**config.mk**
```make
export PLATFORM = sky130hd
export DESIGN_NAME = lfs_supervisor
export DESIGN_NICKNAME = d
export VERILOG_FILES = /design/src/lfs_pkg.sv /design/src/lfs_supervisor.sv
export VERILOG_INCLUDE_DIRS = /design/src
export SDC_FILE = /design/constraint.sdc
export NUM_CORES = 1
export LEC_CHECK = 0
export BUFFER_PORTS_ARGS = -buffer_cell sky130_fd_sc_hd__buf_2
export CAP_MARGIN = 30
export CORE_ASPECT_RATIO = 0.7
export CORE_MARGIN = 3
export CORE_UTILIZATION = 45
export CTS_BUF_LIST = sky130_fd_sc_hd__clkbuf_2 sky130_fd_sc_hd__clkbuf_4 sky130_fd_sc_hd__clkbuf_8
export DETAILED_ROUTE_END_ITERATION = 8
export PLACE_DENSITY = 0.64
export REMOVE_ABC_BUFFERS = 1
export SLEW_MARGIN = 40
export SYNTH_ARGS = -nofsm -noshare
export SYNTH_HDL_FRONTEND = slang
export SYNTH_SLANG_ARGS = --single-unit
```
**constraint.sdc**
```tcl
create_clock -name ref_clk_i -period 2.6 [get_ports ref_clk_i]
set_clock_uncertainty 0.15 [all_clocks]
set_input_delay 0.52 -clock ref_clk_i [delete_from_list [all_inputs] [get_ports ref_clk_i]]
set_output_delay 0.52 -clock ref_clk_i [all_outputs]
set_load 0.01 [all_outputs]
```
**src/lfs_consts.svh**
```systemverilog
// Purpose: Timing counts and channel count for the LED fault supervisor
// Assumes: 200 MHz supervisor clock
// Notes:   Counts are derived from times in their own unit
`ifndef LFS_CONSTS_SVH
`define LFS_CONSTS_SVH
`define LFS_CLK_MHZ        200
`define LFS_CHANNELS       6
`define LFS_UVLO_DLY_US    50
`define LFS_UVLO_CYCLES    (`LFS_UVLO_DLY_US * `LFS_CLK_MHZ)
`define LFS_CLEAR_DLY_MS   16
`define LFS_CLEAR_CYCLES   (`LFS_CLEAR_DLY_MS * 1000 * `LFS_CLK_MHZ)
`define LFS_UVLO_CW        14
`define LFS_CLEAR_CW       22
`endif

```
**src/lfs_pkg.sv**
```systemverilog
// Purpose: Types for the LED fault supervisor
// Assumes: Constants come from lfs_consts.svh
// Notes:   State of the supervisor is one packed struct
`include "lfs_consts.svh"
package lfs_pkg;
  typedef enum logic [2:0] {
    LFS_OFF,
    LFS_START,
    LFS_SHORT_HOLD,
    LFS_RUN,
    LFS_LATCHED
  } lfs_state_e;

  typedef struct packed {
    lfs_state_e                  state;
    logic [`LFS_UVLO_CW-1:0]     uv_cnt;
    logic [`LFS_CLEAR_CW-1:0]    low_cnt;
    logic                        enabled;
    logic                        boost_en;
    logic                        disc_gate;
    logic [`LFS_CHANNELS-1:0]    sink_en;
    logic [`LFS_CHANNELS-1:0]    dropped;
    logic                        fault_flag;
    logic                        sticky_flag;
    logic                        dim_prev;
    logic                        on_cut;
  } lfs_state_s;
endpackage : lfs_pkg

```
**src/lfs_supervisor.sv**
```systemverilog
// Purpose: Fault supervisor for a six channel boost LED driver
// Assumes: Comparator inputs are synchronous to ref_clk_i
// Notes:   Trip response is one clock (5 ns), well inside the 3 us budget
//          Trips while not yet enabled are ignored, so a noisy power-up cannot latch
//          The long-low clear takes 16 ms of clock; a short dimming gap never clears
`timescale 1ns/1ps
`include "lfs_consts.svh"
module lfs_supervisor (
  input  wire logic                     ref_clk_i,
  input  wire logic                     nrst_i,
  input  wire logic                     input_sense_trip_i,
  input  wire logic                     primary_current_limit_i,
  input  wire logic                     secondary_current_limit_i,
  input  wire logic                     above_rise_level_i,
  input  wire logic                     below_fall_level_i,
  input  wire logic                     enable_dim_i,
  input  wire logic [`LFS_CHANNELS-1:0] led_short_gnd_i,
  input  wire logic [`LFS_CHANNELS-1:0] led_in_reg_i,
  input  wire logic                     overvoltage_i,
  input  wire logic                     pwm_on_i,
  output logic                          boost_switch_node_o,
  output logic                          disconnect_gate_o,
  output logic [`LFS_CHANNELS-1:0]      led_sink_channel_o,
  output logic                          fault_n_o,
  output logic                          fault_oe_o
);

  lfs_pkg::lfs_state_s cur;
  lfs_pkg::lfs_state_s nxt;
  logic                latch_trip;
  logic                clear_req;
  logic                uv_event;
  logic                dim_rise;
  logic                any_short;
  logic [`LFS_CHANNELS-1:0] open_drop;

  // Fatal trips are taken raw so the off decision needs no extra stage
  assign latch_trip = input_sense_trip_i | secondary_current_limit_i;
  // Clear needs the full low count with the pin still low on the deciding edge
  assign clear_req  = (cur.low_cnt == `LFS_CLEAR_CW'(`LFS_CLEAR_CYCLES - 1)) && !enable_dim_i;
  // Input must still be low when the count is full, so the delay is strictly exceeded
  assign uv_event   = below_fall_level_i && cur.enabled
                      && (cur.uv_cnt == `LFS_UVLO_CW'(`LFS_UVLO_CYCLES));
  // Rising edge of enable/dim starts a fresh soft-start
  assign dim_rise   = enable_dim_i && !cur.dim_prev;
  assign any_short  = |led_short_gnd_i;
  // Only strings still out of regulation when overvoltage trips are dropped
  assign open_drop  = overvoltage_i ? ~led_in_reg_i & cur.sink_en : '0;

  // Next state of the whole supervisor. Flow: OFF waits for enable and a rising
  // enable/dim, START checks the LED pins once, SHORT_HOLD parks with the
  // disconnect on until the short goes, RUN regulates and drops open strings,
  // LATCHED holds everything off. Fatal trips and lockout override the case
  // below, in that order, so lockout always has the last word.
  // Trade-off: the short check is a single sample at start; a short that
  // appears later goes unseen until the next pass through START.
  always_comb begin
    nxt          = cur;
    nxt.dim_prev = enable_dim_i;
    // Glitch filter on the undervoltage fall comparator
    if (below_fall_level_i) begin
      if (cur.uv_cnt != `LFS_UVLO_CW'(`LFS_UVLO_CYCLES)) begin
        nxt.uv_cnt = cur.uv_cnt + `LFS_UVLO_CW'(1);
      end
    end else begin
      nxt.uv_cnt = '0;
    end
    // Cut holds until the modulator ends the on-time; a bare level gate would
    // fire the switch again as soon as the sensed current fell
    if (!pwm_on_i) begin
      nxt.on_cut = 1'b0;
    end else if (primary_current_limit_i) begin
      nxt.on_cut = 1'b1;
    end
    // Low-time counter for the latched fault clear
    if (enable_dim_i) begin
      nxt.low_cnt = '0;
    end else if (cur.low_cnt != `LFS_CLEAR_CW'(`LFS_CLEAR_CYCLES - 1)) begin
      nxt.low_cnt = cur.low_cnt + `LFS_CLEAR_CW'(1);
    end
    if (above_rise_level_i) begin
      nxt.enabled = 1'b1;
    end
    case (cur.state)
      lfs_pkg::LFS_OFF: begin
        nxt.boost_en  = 1'b0;
        nxt.disc_gate = 1'b0;
        nxt.sink_en   = '0;
        nxt.dropped   = '0;
        if (cur.enabled && dim_rise) begin
          nxt.state = lfs_pkg::LFS_START;
        end
      end
      lfs_pkg::LFS_START: begin
        // Short check only on entry to START, at dim rise or restart from SHORT_HOLD; masked later to avoid false trips
        nxt.disc_gate = 1'b1;
        if (any_short) begin
          nxt.state      = lfs_pkg::LFS_SHORT_HOLD;
          nxt.fault_flag = 1'b1;
          nxt.boost_en   = 1'b0;
          nxt.sink_en    = '0;
        end else begin
          nxt.state    = lfs_pkg::LFS_RUN;
          nxt.boost_en = 1'b1;
          nxt.sink_en  = {`LFS_CHANNELS{1'b1}};
        end
      end
      lfs_pkg::LFS_SHORT_HOLD: begin
        // Auto-restart once the short is gone
        nxt.boost_en  = 1'b0;
        nxt.sink_en   = '0;
        nxt.disc_gate = 1'b1;
        if (!any_short) begin
          nxt.fault_flag = cur.sticky_flag;
          nxt.state      = lfs_pkg::LFS_START;
        end
      end
      lfs_pkg::LFS_RUN: begin
        // Open strings are dropped at overvoltage, survivors keep regulating
        nxt.dropped = cur.dropped | open_drop;
        nxt.sink_en = ~(cur.dropped | open_drop);
        if (|open_drop) begin
          nxt.fault_flag  = 1'b1;
          nxt.sticky_flag = 1'b1;
        end
        if (!enable_dim_i && clear_req) begin
          nxt.state = lfs_pkg::LFS_OFF;
        end
      end
      lfs_pkg::LFS_LATCHED: begin
        // Stays off whatever the trip inputs do now
        // Only the long low or lockout gets out; a trip that has gone changes nothing
        nxt.boost_en   = 1'b0;
        nxt.disc_gate  = 1'b0;
        nxt.sink_en    = '0;
        nxt.fault_flag = 1'b1;
        if (clear_req) begin
          nxt.state       = lfs_pkg::LFS_OFF;
          nxt.fault_flag  = 1'b0;
          nxt.sticky_flag = 1'b0;
        end
      end
      default: begin
        nxt.state = lfs_pkg::LFS_OFF;
      end
    endcase
    // Long enable/dim low also clears the open-string flag; a drop in the same
    // cycle wins for that clock only, as the still-low pin clears it on the next
    if (clear_req && cur.state != lfs_pkg::LFS_SHORT_HOLD
        && !(cur.state == lfs_pkg::LFS_RUN && |open_drop)) begin
      nxt.fault_flag  = 1'b0;
      nxt.sticky_flag = 1'b0;
    end
    // Fatal trips win over all states, including startup
    if (latch_trip && cur.enabled) begin
      nxt.state      = lfs_pkg::LFS_LATCHED;
      nxt.boost_en   = 1'b0;
      nxt.disc_gate  = 1'b0;
      nxt.sink_en    = '0;
      nxt.fault_flag = 1'b1;
    end
    // Lockout clears every latched fault and raises no flag
    if (uv_event) begin
      nxt.enabled     = 1'b0;
      nxt.state       = lfs_pkg::LFS_OFF;
      nxt.boost_en    = 1'b0;
      nxt.disc_gate   = 1'b0;
      nxt.sink_en     = '0;
      nxt.dropped     = '0;
      nxt.fault_flag  = 1'b0;
      nxt.sticky_flag = 1'b0;
    end
  end

  // State register
  always_ff @(posedge ref_clk_i or negedge nrst_i) begin
    if (!nrst_i) begin
      cur          <= '0;
      cur.state    <= lfs_pkg::LFS_OFF;
    end else begin
      cur <= nxt;
    end
  end

  // Output flops; primary limit only cuts the present on-time
  // Outputs follow the next state so a trip reaches the pins on the edge that sees it
  always_ff @(posedge ref_clk_i or negedge nrst_i) begin
    if (!nrst_i) begin
      boost_switch_node_o <= 1'b0;
      disconnect_gate_o   <= 1'b0;
      led_sink_channel_o  <= '0;
      fault_n_o           <= 1'b1;
      fault_oe_o          <= 1'b0;
    end else begin
      boost_switch_node_o <= nxt.boost_en && pwm_on_i && !nxt.on_cut;
      disconnect_gate_o   <= nxt.disc_gate;
      led_sink_channel_o  <= nxt.sink_en;
      fault_n_o           <= 1'b0;           // Open drain: only low is ever driven
      fault_oe_o          <= nxt.fault_flag;
    end
  end

  // Checks on the supervisor outputs and state
  chk_trip_shutdown: assert property (@(posedge ref_clk_i) disable iff (!nrst_i)
    (latch_trip && cur.enabled && !uv_event) |=> (!boost_switch_node_o && !disconnect_gate_o
      && led_sink_channel_o == '0 && fault_oe_o))
    else $error("Trip did not shut down outputs");
  chk_latch_holds: assert property (@(posedge ref_clk_i) disable iff (!nrst_i)
    (cur.state == lfs_pkg::LFS_LATCHED && !clear_req && !uv_event) |=>
      (fault_oe_o && cur.state == lfs_pkg::LFS_LATCHED))
    else $error("Latched fault released early");
  chk_clear_latch: assert property (@(posedge ref_clk_i) disable iff (!nrst_i)
    (cur.state == lfs_pkg::LFS_LATCHED && clear_req && !latch_trip) |=>
      (cur.state == lfs_pkg::LFS_OFF && !fault_oe_o))
    else $error("Long low did not clear latch");
  chk_gate_drop: assert property (@(posedge ref_clk_i) disable iff (!nrst_i)
    (input_sense_trip_i && cur.enabled) |=> !disconnect_gate_o)
    else $error("Disconnect gate not dropped");
  chk_uv_filter: assert property (@(posedge ref_clk_i) disable iff (!nrst_i)
    (cur.enabled && !below_fall_level_i) |=> cur.enabled)
    else $error("Disabled without filtered undervoltage");
  chk_primary_limit: assert property (@(posedge ref_clk_i) disable iff (!nrst_i)
    (primary_current_limit_i && cur.state == lfs_pkg::LFS_RUN && !latch_trip && !uv_event
      && !clear_req && !overvoltage_i && !cur.fault_flag) |=>
      (!boost_switch_node_o && disconnect_gate_o && !fault_oe_o))
    else $error("Primary limit misbehaved");
  chk_short_hold: assert property (@(posedge ref_clk_i) disable iff (!nrst_i)
    (cur.state == lfs_pkg::LFS_START && any_short && !latch_trip && !uv_event) |=>
      (fault_oe_o && disconnect_gate_o && !boost_switch_node_o && led_sink_channel_o == '0))
    else $error("Short at start not held");
  chk_open_drop: assert property (@(posedge ref_clk_i) disable iff (!nrst_i)
    (cur.state == lfs_pkg::LFS_RUN && |open_drop && !latch_trip && !uv_event && !clear_req)
      |=> (fault_oe_o && (led_sink_channel_o & $past(open_drop)) == '0))
    else $error("Open string not dropped");
  chk_uv_clear: assert property (@(posedge ref_clk_i) disable iff (!nrst_i)
    uv_event |=> (!fault_oe_o && cur.state == lfs_pkg::LFS_OFF))
    else $error("Lockout did not clear faults");
  // Cut on-time stays cut after the current limit lets go
  chk_cut_holds: assert property (@(posedge ref_clk_i) disable iff (!nrst_i)
    (pwm_on_i && primary_current_limit_i) ##1 (pwm_on_i && !primary_current_limit_i)
      |=> !boost_switch_node_o)
    else $error("Cut on-time restarted early");
  // Secondary limit latches everything off
  chk_secondary_latch: assert property (@(posedge ref_clk_i) disable iff (!nrst_i)
    (secondary_current_limit_i && cur.enabled && !uv_event) |=>
      (cur.state == lfs_pkg::LFS_LATCHED && !boost_switch_node_o && !disconnect_gate_o
      && led_sink_channel_o == '0 && fault_oe_o))
    else $error("Secondary limit did not latch off");
  // Nothing moves until the rise level has been seen
  chk_idle_ignore: assert property (@(posedge ref_clk_i) disable iff (!nrst_i)
    (!cur.enabled && !above_rise_level_i) |=> (cur.state == lfs_pkg::LFS_OFF && !fault_oe_o))
    else $error("Acted while not enabled");
  // Low-time counter steps by one on every low sample until full
  chk_clear_count: assert property (@(posedge ref_clk_i) disable iff (!nrst_i)
    (!enable_dim_i && !clear_req) |=> (cur.low_cnt == $past(cur.low_cnt) + `LFS_CLEAR_CW'(1)))
    else $error("Low-time counter skipped");
  // A held short keeps the strings parked with the disconnect on
  chk_short_wait: assert property (@(posedge ref_clk_i) disable iff (!nrst_i)
    (cur.state == lfs_pkg::LFS_SHORT_HOLD && any_short && !latch_trip && !uv_event) |=>
      (fault_oe_o && disconnect_gate_o && !boost_switch_node_o && led_sink_channel_o == '0))
    else $error("Short hold released early");
  // A clean start opens the gate and every sink together
  chk_run_entry: assert property (@(posedge ref_clk_i) disable iff (!nrst_i)
    (cur.state == lfs_pkg::LFS_START && !any_short && !latch_trip && !uv_event) |=>
      (disconnect_gate_o && led_sink_channel_o == {`LFS_CHANNELS{1'b1}}))
    else $error("Clean start did not enable sinks");
  // Surviving strings keep regulating after a drop
  chk_open_keep: assert property (@(posedge ref_clk_i) disable iff (!nrst_i)
    (cur.state == lfs_pkg::LFS_RUN && |open_drop && !latch_trip && !uv_event && !clear_req)
      |=> (disconnect_gate_o && (led_sink_channel_o | $past(cur.dropped | open_drop)) == '1))
    else $error("Surviving strings were dropped");
  // A trip inside the start cycle still drops the gate and latches
  chk_trip_in_start: assert property (@(posedge ref_clk_i) disable iff (!nrst_i)
    (cur.state == lfs_pkg::LFS_START && input_sense_trip_i && !uv_event) |=>
      (cur.state == lfs_pkg::LFS_LATCHED && !disconnect_gate_o))
    else $error("Start trip not latched");
  // The fault pin only ever pulls low; release is left to the line pull-up
  chk_fault_data: assert property (@(posedge ref_clk_i) disable iff (!nrst_i)
    1'b1 |=> !fault_n_o)
    else $error("Fault pin driven high");
  cov_latch: cover property (@(posedge ref_clk_i) disable iff (!nrst_i)
    cur.state == lfs_pkg::LFS_LATCHED ##1 cur.state == lfs_pkg::LFS_OFF);
  cov_run: cover property (@(posedge ref_clk_i) disable iff (!nrst_i)
    cur.state == lfs_pkg::LFS_START ##1 cur.state == lfs_pkg::LFS_RUN);
  cov_short: cover property (@(posedge ref_clk_i) disable iff (!nrst_i)
    cur.state == lfs_pkg::LFS_SHORT_HOLD ##1 cur.state == lfs_pkg::LFS_START);
  cov_uv: cover property (@(posedge ref_clk_i) disable iff (!nrst_i) uv_event);
  // Current limit released while the on-time request still stands
  cov_cut: cover property (@(posedge ref_clk_i) disable iff (!nrst_i)
    (pwm_on_i && primary_current_limit_i) ##1 (pwm_on_i && !primary_current_limit_i));

endmodule : lfs_supervisor

```
Word-level counts from Yosys, hierarchy flattened --
Index checks and enable logic that the tools add are counted.
Cells by class: bitwise operators 5, mux-type cells 31, add/sub/neg operators 2, equal/unequal tests 19, reductions and logical operators 31
Operator list (number):
- $mux W22 | 2
- $mux W14 | 2
- $add A22 B1 Y22 const B | 1
- $eq A22 B22 Y1 const B | 1
- $ne A22 B22 Y1 const B | 1
- $mux W3 | 6
- $pmux W6 S3 | 1
- $mux W17 | 1
- $ne A4 B4 Y1 const B | 4
- $pmux W3 S5 | 1
- $add A14 B1 Y14 const B | 1
- $eq A14 B14 Y1 const B | 1
- $ne A14 B14 Y1 const B | 1
- $logic_and A1 B1 Y1 | 12
- $mux W6 | 2
- $not A6 Y6 | 2
- $pmux W6 S2 | 1
- $reduce_or A6 Y1 | 2
- $ne A5 B5 Y1 const B | 2
- $reduce_bool A5 Y1 | 2
- $mux W1 | 8
- $mux W8 | 1
- $ne A4 B3 Y1 const B | 2
- $reduce_and A4 Y1 | 2
- 22 further kinds | 29
Storage, ports and cells: input port bits 22, output and inout bits 10, register bits after elaboration 60, word-level logic and storage cells 102

Depth between registers and ports, before layout --
depth after elaboration 12, mapped depth 7

Worst setup path before layout --
No wires, ideal clock.
path type register to register, start point reg cur[43] (netlist bit), end point reg fault_oe_o, clock period less this slack 2229 ps, setup slack 371 ps, path buffers 0, stages on the path, launching flop included 6, setup time 130 ps, data required time 2320 ps, arrival 1949 ps, cells stage by stage dfrtp_1 -> or4b_4 -> or4_4 -> and3_1 -> a211oi_2 -> nor3_1
On the way: longest elaborated chain between the ends 4, elaborated cells on any way between the ends 8, classes of those cells eq/ne: 4; mux: 1; reduce/logical: 3
RTL lines:
- start, declared | RTL line lfs_supervisor.sv:28 | lfs_pkg::lfs_state_s cur;
- start signal, assigned | RTL line lfs_supervisor.sv:181 | cur <= nxt;
- $eq A14 B14 Y1 (*) | RTL line lfs_supervisor.sv:43 | && (cur.uv_cnt == `LFS_UVLO_CW'(`LFS_UVLO_CYCLES));
- $logic_and A1 B1 Y1 (*) | RTL line lfs_supervisor.sv:42 | assign uv_event = below_fall_level_i && cur.enabled
- $ne A5 B3 Y1 (no line) (tied with other cells)
- $reduce_and A4 Y1 (no line)
- end signal, assigned | RTL line lfs_supervisor.sv:199 | fault_oe_o <= nxt.fault_flag;
- end, declared | RTL line lfs_supervisor.sv:25 | output logic fault_oe_o
Mark *: on every way between the ends. The rest lies on a longest branch, timed or not. A chain may end at the register's enable or synchronous reset.

Worst setup path after layout --
start point reg cur[43] (netlist bit), end point reg led_sink_channel_o[2]
On the way: longest elaborated chain between the ends 3, elaborated cells on any way between the ends 4, classes of those cells eq/ne: 1; mux: 1; reduce/logical: 2
RTL lines:
- $eq A14 B14 Y1 (*) | RTL line lfs_supervisor.sv:43
- $logic_and A1 B1 Y1 (*) | RTL line lfs_supervisor.sv:42
- $reduce_bool A5 Y1 (no line) / $mux W17 (equally long branches)
- end signal, assigned | RTL line lfs_supervisor.sv:197 | led_sink_channel_o <= nxt.sink_en;
- end, declared | RTL line lfs_supervisor.sv:23 | output logic [`LFS_CHANNELS-1:0] led_sink_channel_o,
Marked as above.

==> impl_metrics.py <==
metrics = {
    "global_route": {
        "wire_length_of_the_first_global_routing_pass_mm": 11.6,
        "grt_max_degree": 61,
        "first_global_vias": 2395,
        "antenna_found_initial": 0,
        "globalRoute.totalOverflow": 0,
        "groute.usage.overall": 0.176,
    },
    "timing": {
        "worst_slew_pin_slew_ns": 0.589,
        "timing.setup.tns_ns": 0,
        "rsz_0062_raised_after_global_routing": "no",
        "timing.final.crit_period_ns": 2.31,
        "finalHoldViolations": 0,
        "whs_ns": 0.0169,
        "fmax_mhz": 434,
        "max-slew-margin-rel": 0.607,
        "timing.final.setup_violations": 0,
        "timing_max_transition_violations_final": 0,
        "layout_worst_path_cycle_share": 0.887,
    },
    "clock_network": {
        "tritoncts": "done",
        "cts_num_sinks": 60,
        "clock_transition_at_path_regs_ns": 0.06,
        "numCtsBuffers": 9,
        "post_cts_buffers": 0,
        "clockBufferDepth": 2,
        "cts.root.buffer_cell": "clkbuf_8",
        "htree_levels": 3,
        "cts_repair_resize_count": 0,
        "clk_latency_ns": 0.34,
        "cts_hold_repair.buffers": 0,
    },
    "floorplan": {
        "die-area_um2": 8280,
        "core_area_um2": 6880,
        "fp-row-count": 25,
        "start_util": 0.471,
        "die_height_um": 77.0,
        "die_w_um": 107,
        "pin_count": 32,
    },
    "detailed_routing": {
        "drt_iter0_drc": 112,
        "firstDrtPassIters": 4,
        "ant_nets": 0,
        "routed_via_density": 5.38,
        "wl_per_cell_um": 14.3,
        "drc": 0,
        "total_via_count_in_the_routed_design": 2565,
        "routed_wl_mm": 6.80,
    },
    "layout": {
        "syn_to_final_growth_pct": 14.2,
        "n_antenna_cell": 0,
        "final_common_cell": "dfrtp_1",
        "layout.nets": 403,
        "final_cell_mix": "59 x dfrtp_1, 34 x nor2_1, 31 x buf_2",
        "fillCellCount": 620,
        "drive_gt1_frac": 0.170,
        "finalInstanceArea_um2": 3710,
    },
    "pwr": {
        "powerDensity_nw_per_um2": 507,
        "worst_ir_drop_vdd_v": 0.000275,
        "power.sequential.fraction": 0.511,
        "leakage_nw": 1.61,
        "switching_share": 0.225,
        "internal_power_w": 0.00146,
        "switching_power_w": 0.000422,
        "p_total_w": 0.00188,
        "power_frac_comb": 0.052,
        "clockPowerShare": 0.437,
    },
    "critical_path": {
        "crit_path_top_delay_cell": "or4b_4",
        "cp_max_fo": 7,
        "start_to_end_type_of_the_worst_setup_path": "reg2reg",
        "cpPeakStageDelay_ns": 0.57,
        "crit_path_end_kind": "flop",
        "worstPathCellList": "or4b_4 -> or4_4 -> nand2_2 -> o21bai_2 -> o2bb2ai_1",
        "cp.required_ns": 2.67,
        "setup.worst_path.start_class": "flop",
        "cp_top_family": "simple AND/OR/NAND/NOR gates",
        "path_buf_inv": 0,
        "crit_arrival_ns": 2.37,
    },
    "synthesis": {
        "synth_simple_gate_area_frac": 0.252,
        "synthesis.area_um2": 3240,
        "yosys-mux-area-fraction": 0.00964,
        "synth-xor-area-share": 0.0648,
        "syn_avg_cell_area_um2": 9.40,
        "synth_edf_count": 0,
        "syn_warnings": 0,
        "synthAdderAreaFrac": 0.0116,
        "ys_ff_latch": 60,
        "unique_masters_post_synth": 53,
        "synthCells": 345,
        "synth_top_family_by_area": "simple AND/OR/NAND/NOR gates",
        "synth_ff_type": "dfrtp_1",
        "synth_sequential_area_ratio": 0.463,
        "synth-async-reset-ratio": 1.00,
        "synth-compound-area-share": 0.153,
    },
    "placement": {
        "count_of_buffers_from_port_buffering": 31,
        "postPlaceCellArea_um2": 3510,
        "gp_congestion": 0.812,
        "hpwlAfterDp_mm": 4.79,
    },
    "outcome": {
        "outcome": "complete, no violations",
    },
    "min_path": {
        "timing.hold.worst.class": "in2async",
    },
    "job": {
        "cap_violations": 0,
    },
}
==> final cells by class <==
cell class / instances / area (um^2) / area share
clock buffer: 15 / 194 / 0.0523
clock inverter: 1 / 5.00 / 0.00135
inverter: 15 / 56.3 / 0.0152
multi-input combinational: 252 / 1600 / 0.430
sequential: 60 / 1500 / 0.405
tap: 94 / 118 / 0.0317
timing repair buffer: 40 / 235 / 0.0635
==> state kept, by name, indices dropped and copies added (netlist names) <==
register	flops
cur	50
led_sink_channel_o	6
boost_switch_node_o	1
disconnect_gate_o	1
fault_n_o	1
fault_oe_o	1
==> power by group through the flow <==
stage                     registers, W  logic [W]  clock network, W
after floorplan               0.000974  0.0000363                 0
after global placement        0.000976  0.0000984                 0
after detailed placement      0.000976  0.0000995                 0
after CTS                     0.000959  0.0000998          0.000841
after global routing          0.000961   0.000112          0.000889
final                         0.000959  0.0000975          0.000821
==> layer usage <==
layer	track usage	vias up	routed length, um
met5	0	-	0
met3	0.0597	7	483
met2	0.226	66	2600
met1	0.277	1197	3660
met4	0.0492	0	57
li1	-	1295	-
==> worst reg2reg max path, delay by kind of cell, from the launching register on <==
| kind | cells | cell delay, ns |
|---|---|---|
| and+or+nand+nor | 3 | 1.30 |
| DFF | 1 | 0.42 |
| AOI/OAI and AO/OA | 2 | 0.30 |
==> logic make-up (layout without fill, tap and decap cells) <==
group | after synthesis | after routing
adder cells (fa/ha/maj) | 3 | 3
XOR/XNOR | 24 | 24
flip-flops | 60 | 60
buffers and inverters | 33 | 71
AO/OA/AOI/OAI | 76 | 76
multiplexers | 3 | 3
other | 1 | 1
AND/OR/NAND/NOR | 145 | 145
==> per-stage QoR <==
step | cells | utilization | setup WS (ns)
3_5_place_dp | 461 | 0.510 | 0.293
2_1_floorplan | 327 | - | 0.371
3_3_place_gp | 461 | 0.510 | 0.320
5_1_grt | 477 | 0.539 | 0.190
6_report | 477 | 0.539 | 0.294
4_1_cts | 477 | 0.539 | 0.284
==> final timing paths <==
check                                         start                           endpoint  slack (ns)  depth (start not counted)
worst min-delay path                         nrst_i  led_sink_channel_o[1]$_DFFE_PN0P_        0.02                          2
min in group ref_clk_i           above_rise_level_i                cur[18]$_DFFE_PN0P_        0.26                          3
worst min register to register     cur[0]$_DFF_PN0_                   cur[0]$_DFF_PN0_        0.36                          2
worst max-delay path            cur[43]$_DFFE_PN0P_  led_sink_channel_o[2]$_DFFE_PN0P_        0.29                          5
max in group asynchronous                    nrst_i                fault_n_o$_DFF_PN1_        1.96                          2
worst max register to register  cur[43]$_DFFE_PN0P_  led_sink_channel_o[2]$_DFFE_PN0P_        0.29                          5
==> cells in the mapped netlist, types with 4 or more instances <==
library cell | number | share of area
nor4_1 | 5 | 0.0096
o211ai_1 | 4 | 0.0093
nand3_1 | 10 | 0.015
clkbuf_1 | 12 | 0.014
nor2b_1 | 12 | 0.023
nand2b_1 | 4 | 0.0077
nand4_1 | 7 | 0.013
inv_1 | 15 | 0.017
nor3_1 | 9 | 0.014
and2_1 | 13 | 0.025
a21oi_1 | 19 | 0.029
o31ai_1 | 4 | 0.0093
and3_1 | 10 | 0.019
or3_1 | 5 | 0.0096
xor2_1 | 7 | 0.019
o2bb2ai_1 | 6 | 0.016
xnor2_1 | 17 | 0.046
buf_4 | 6 | 0.014
nor2_1 | 34 | 0.039
o21ai_0 | 17 | 0.026
nand2_1 | 17 | 0.020
dfrtp_1 | 59 | 0.46
Power figures use the tool's default switching activity.
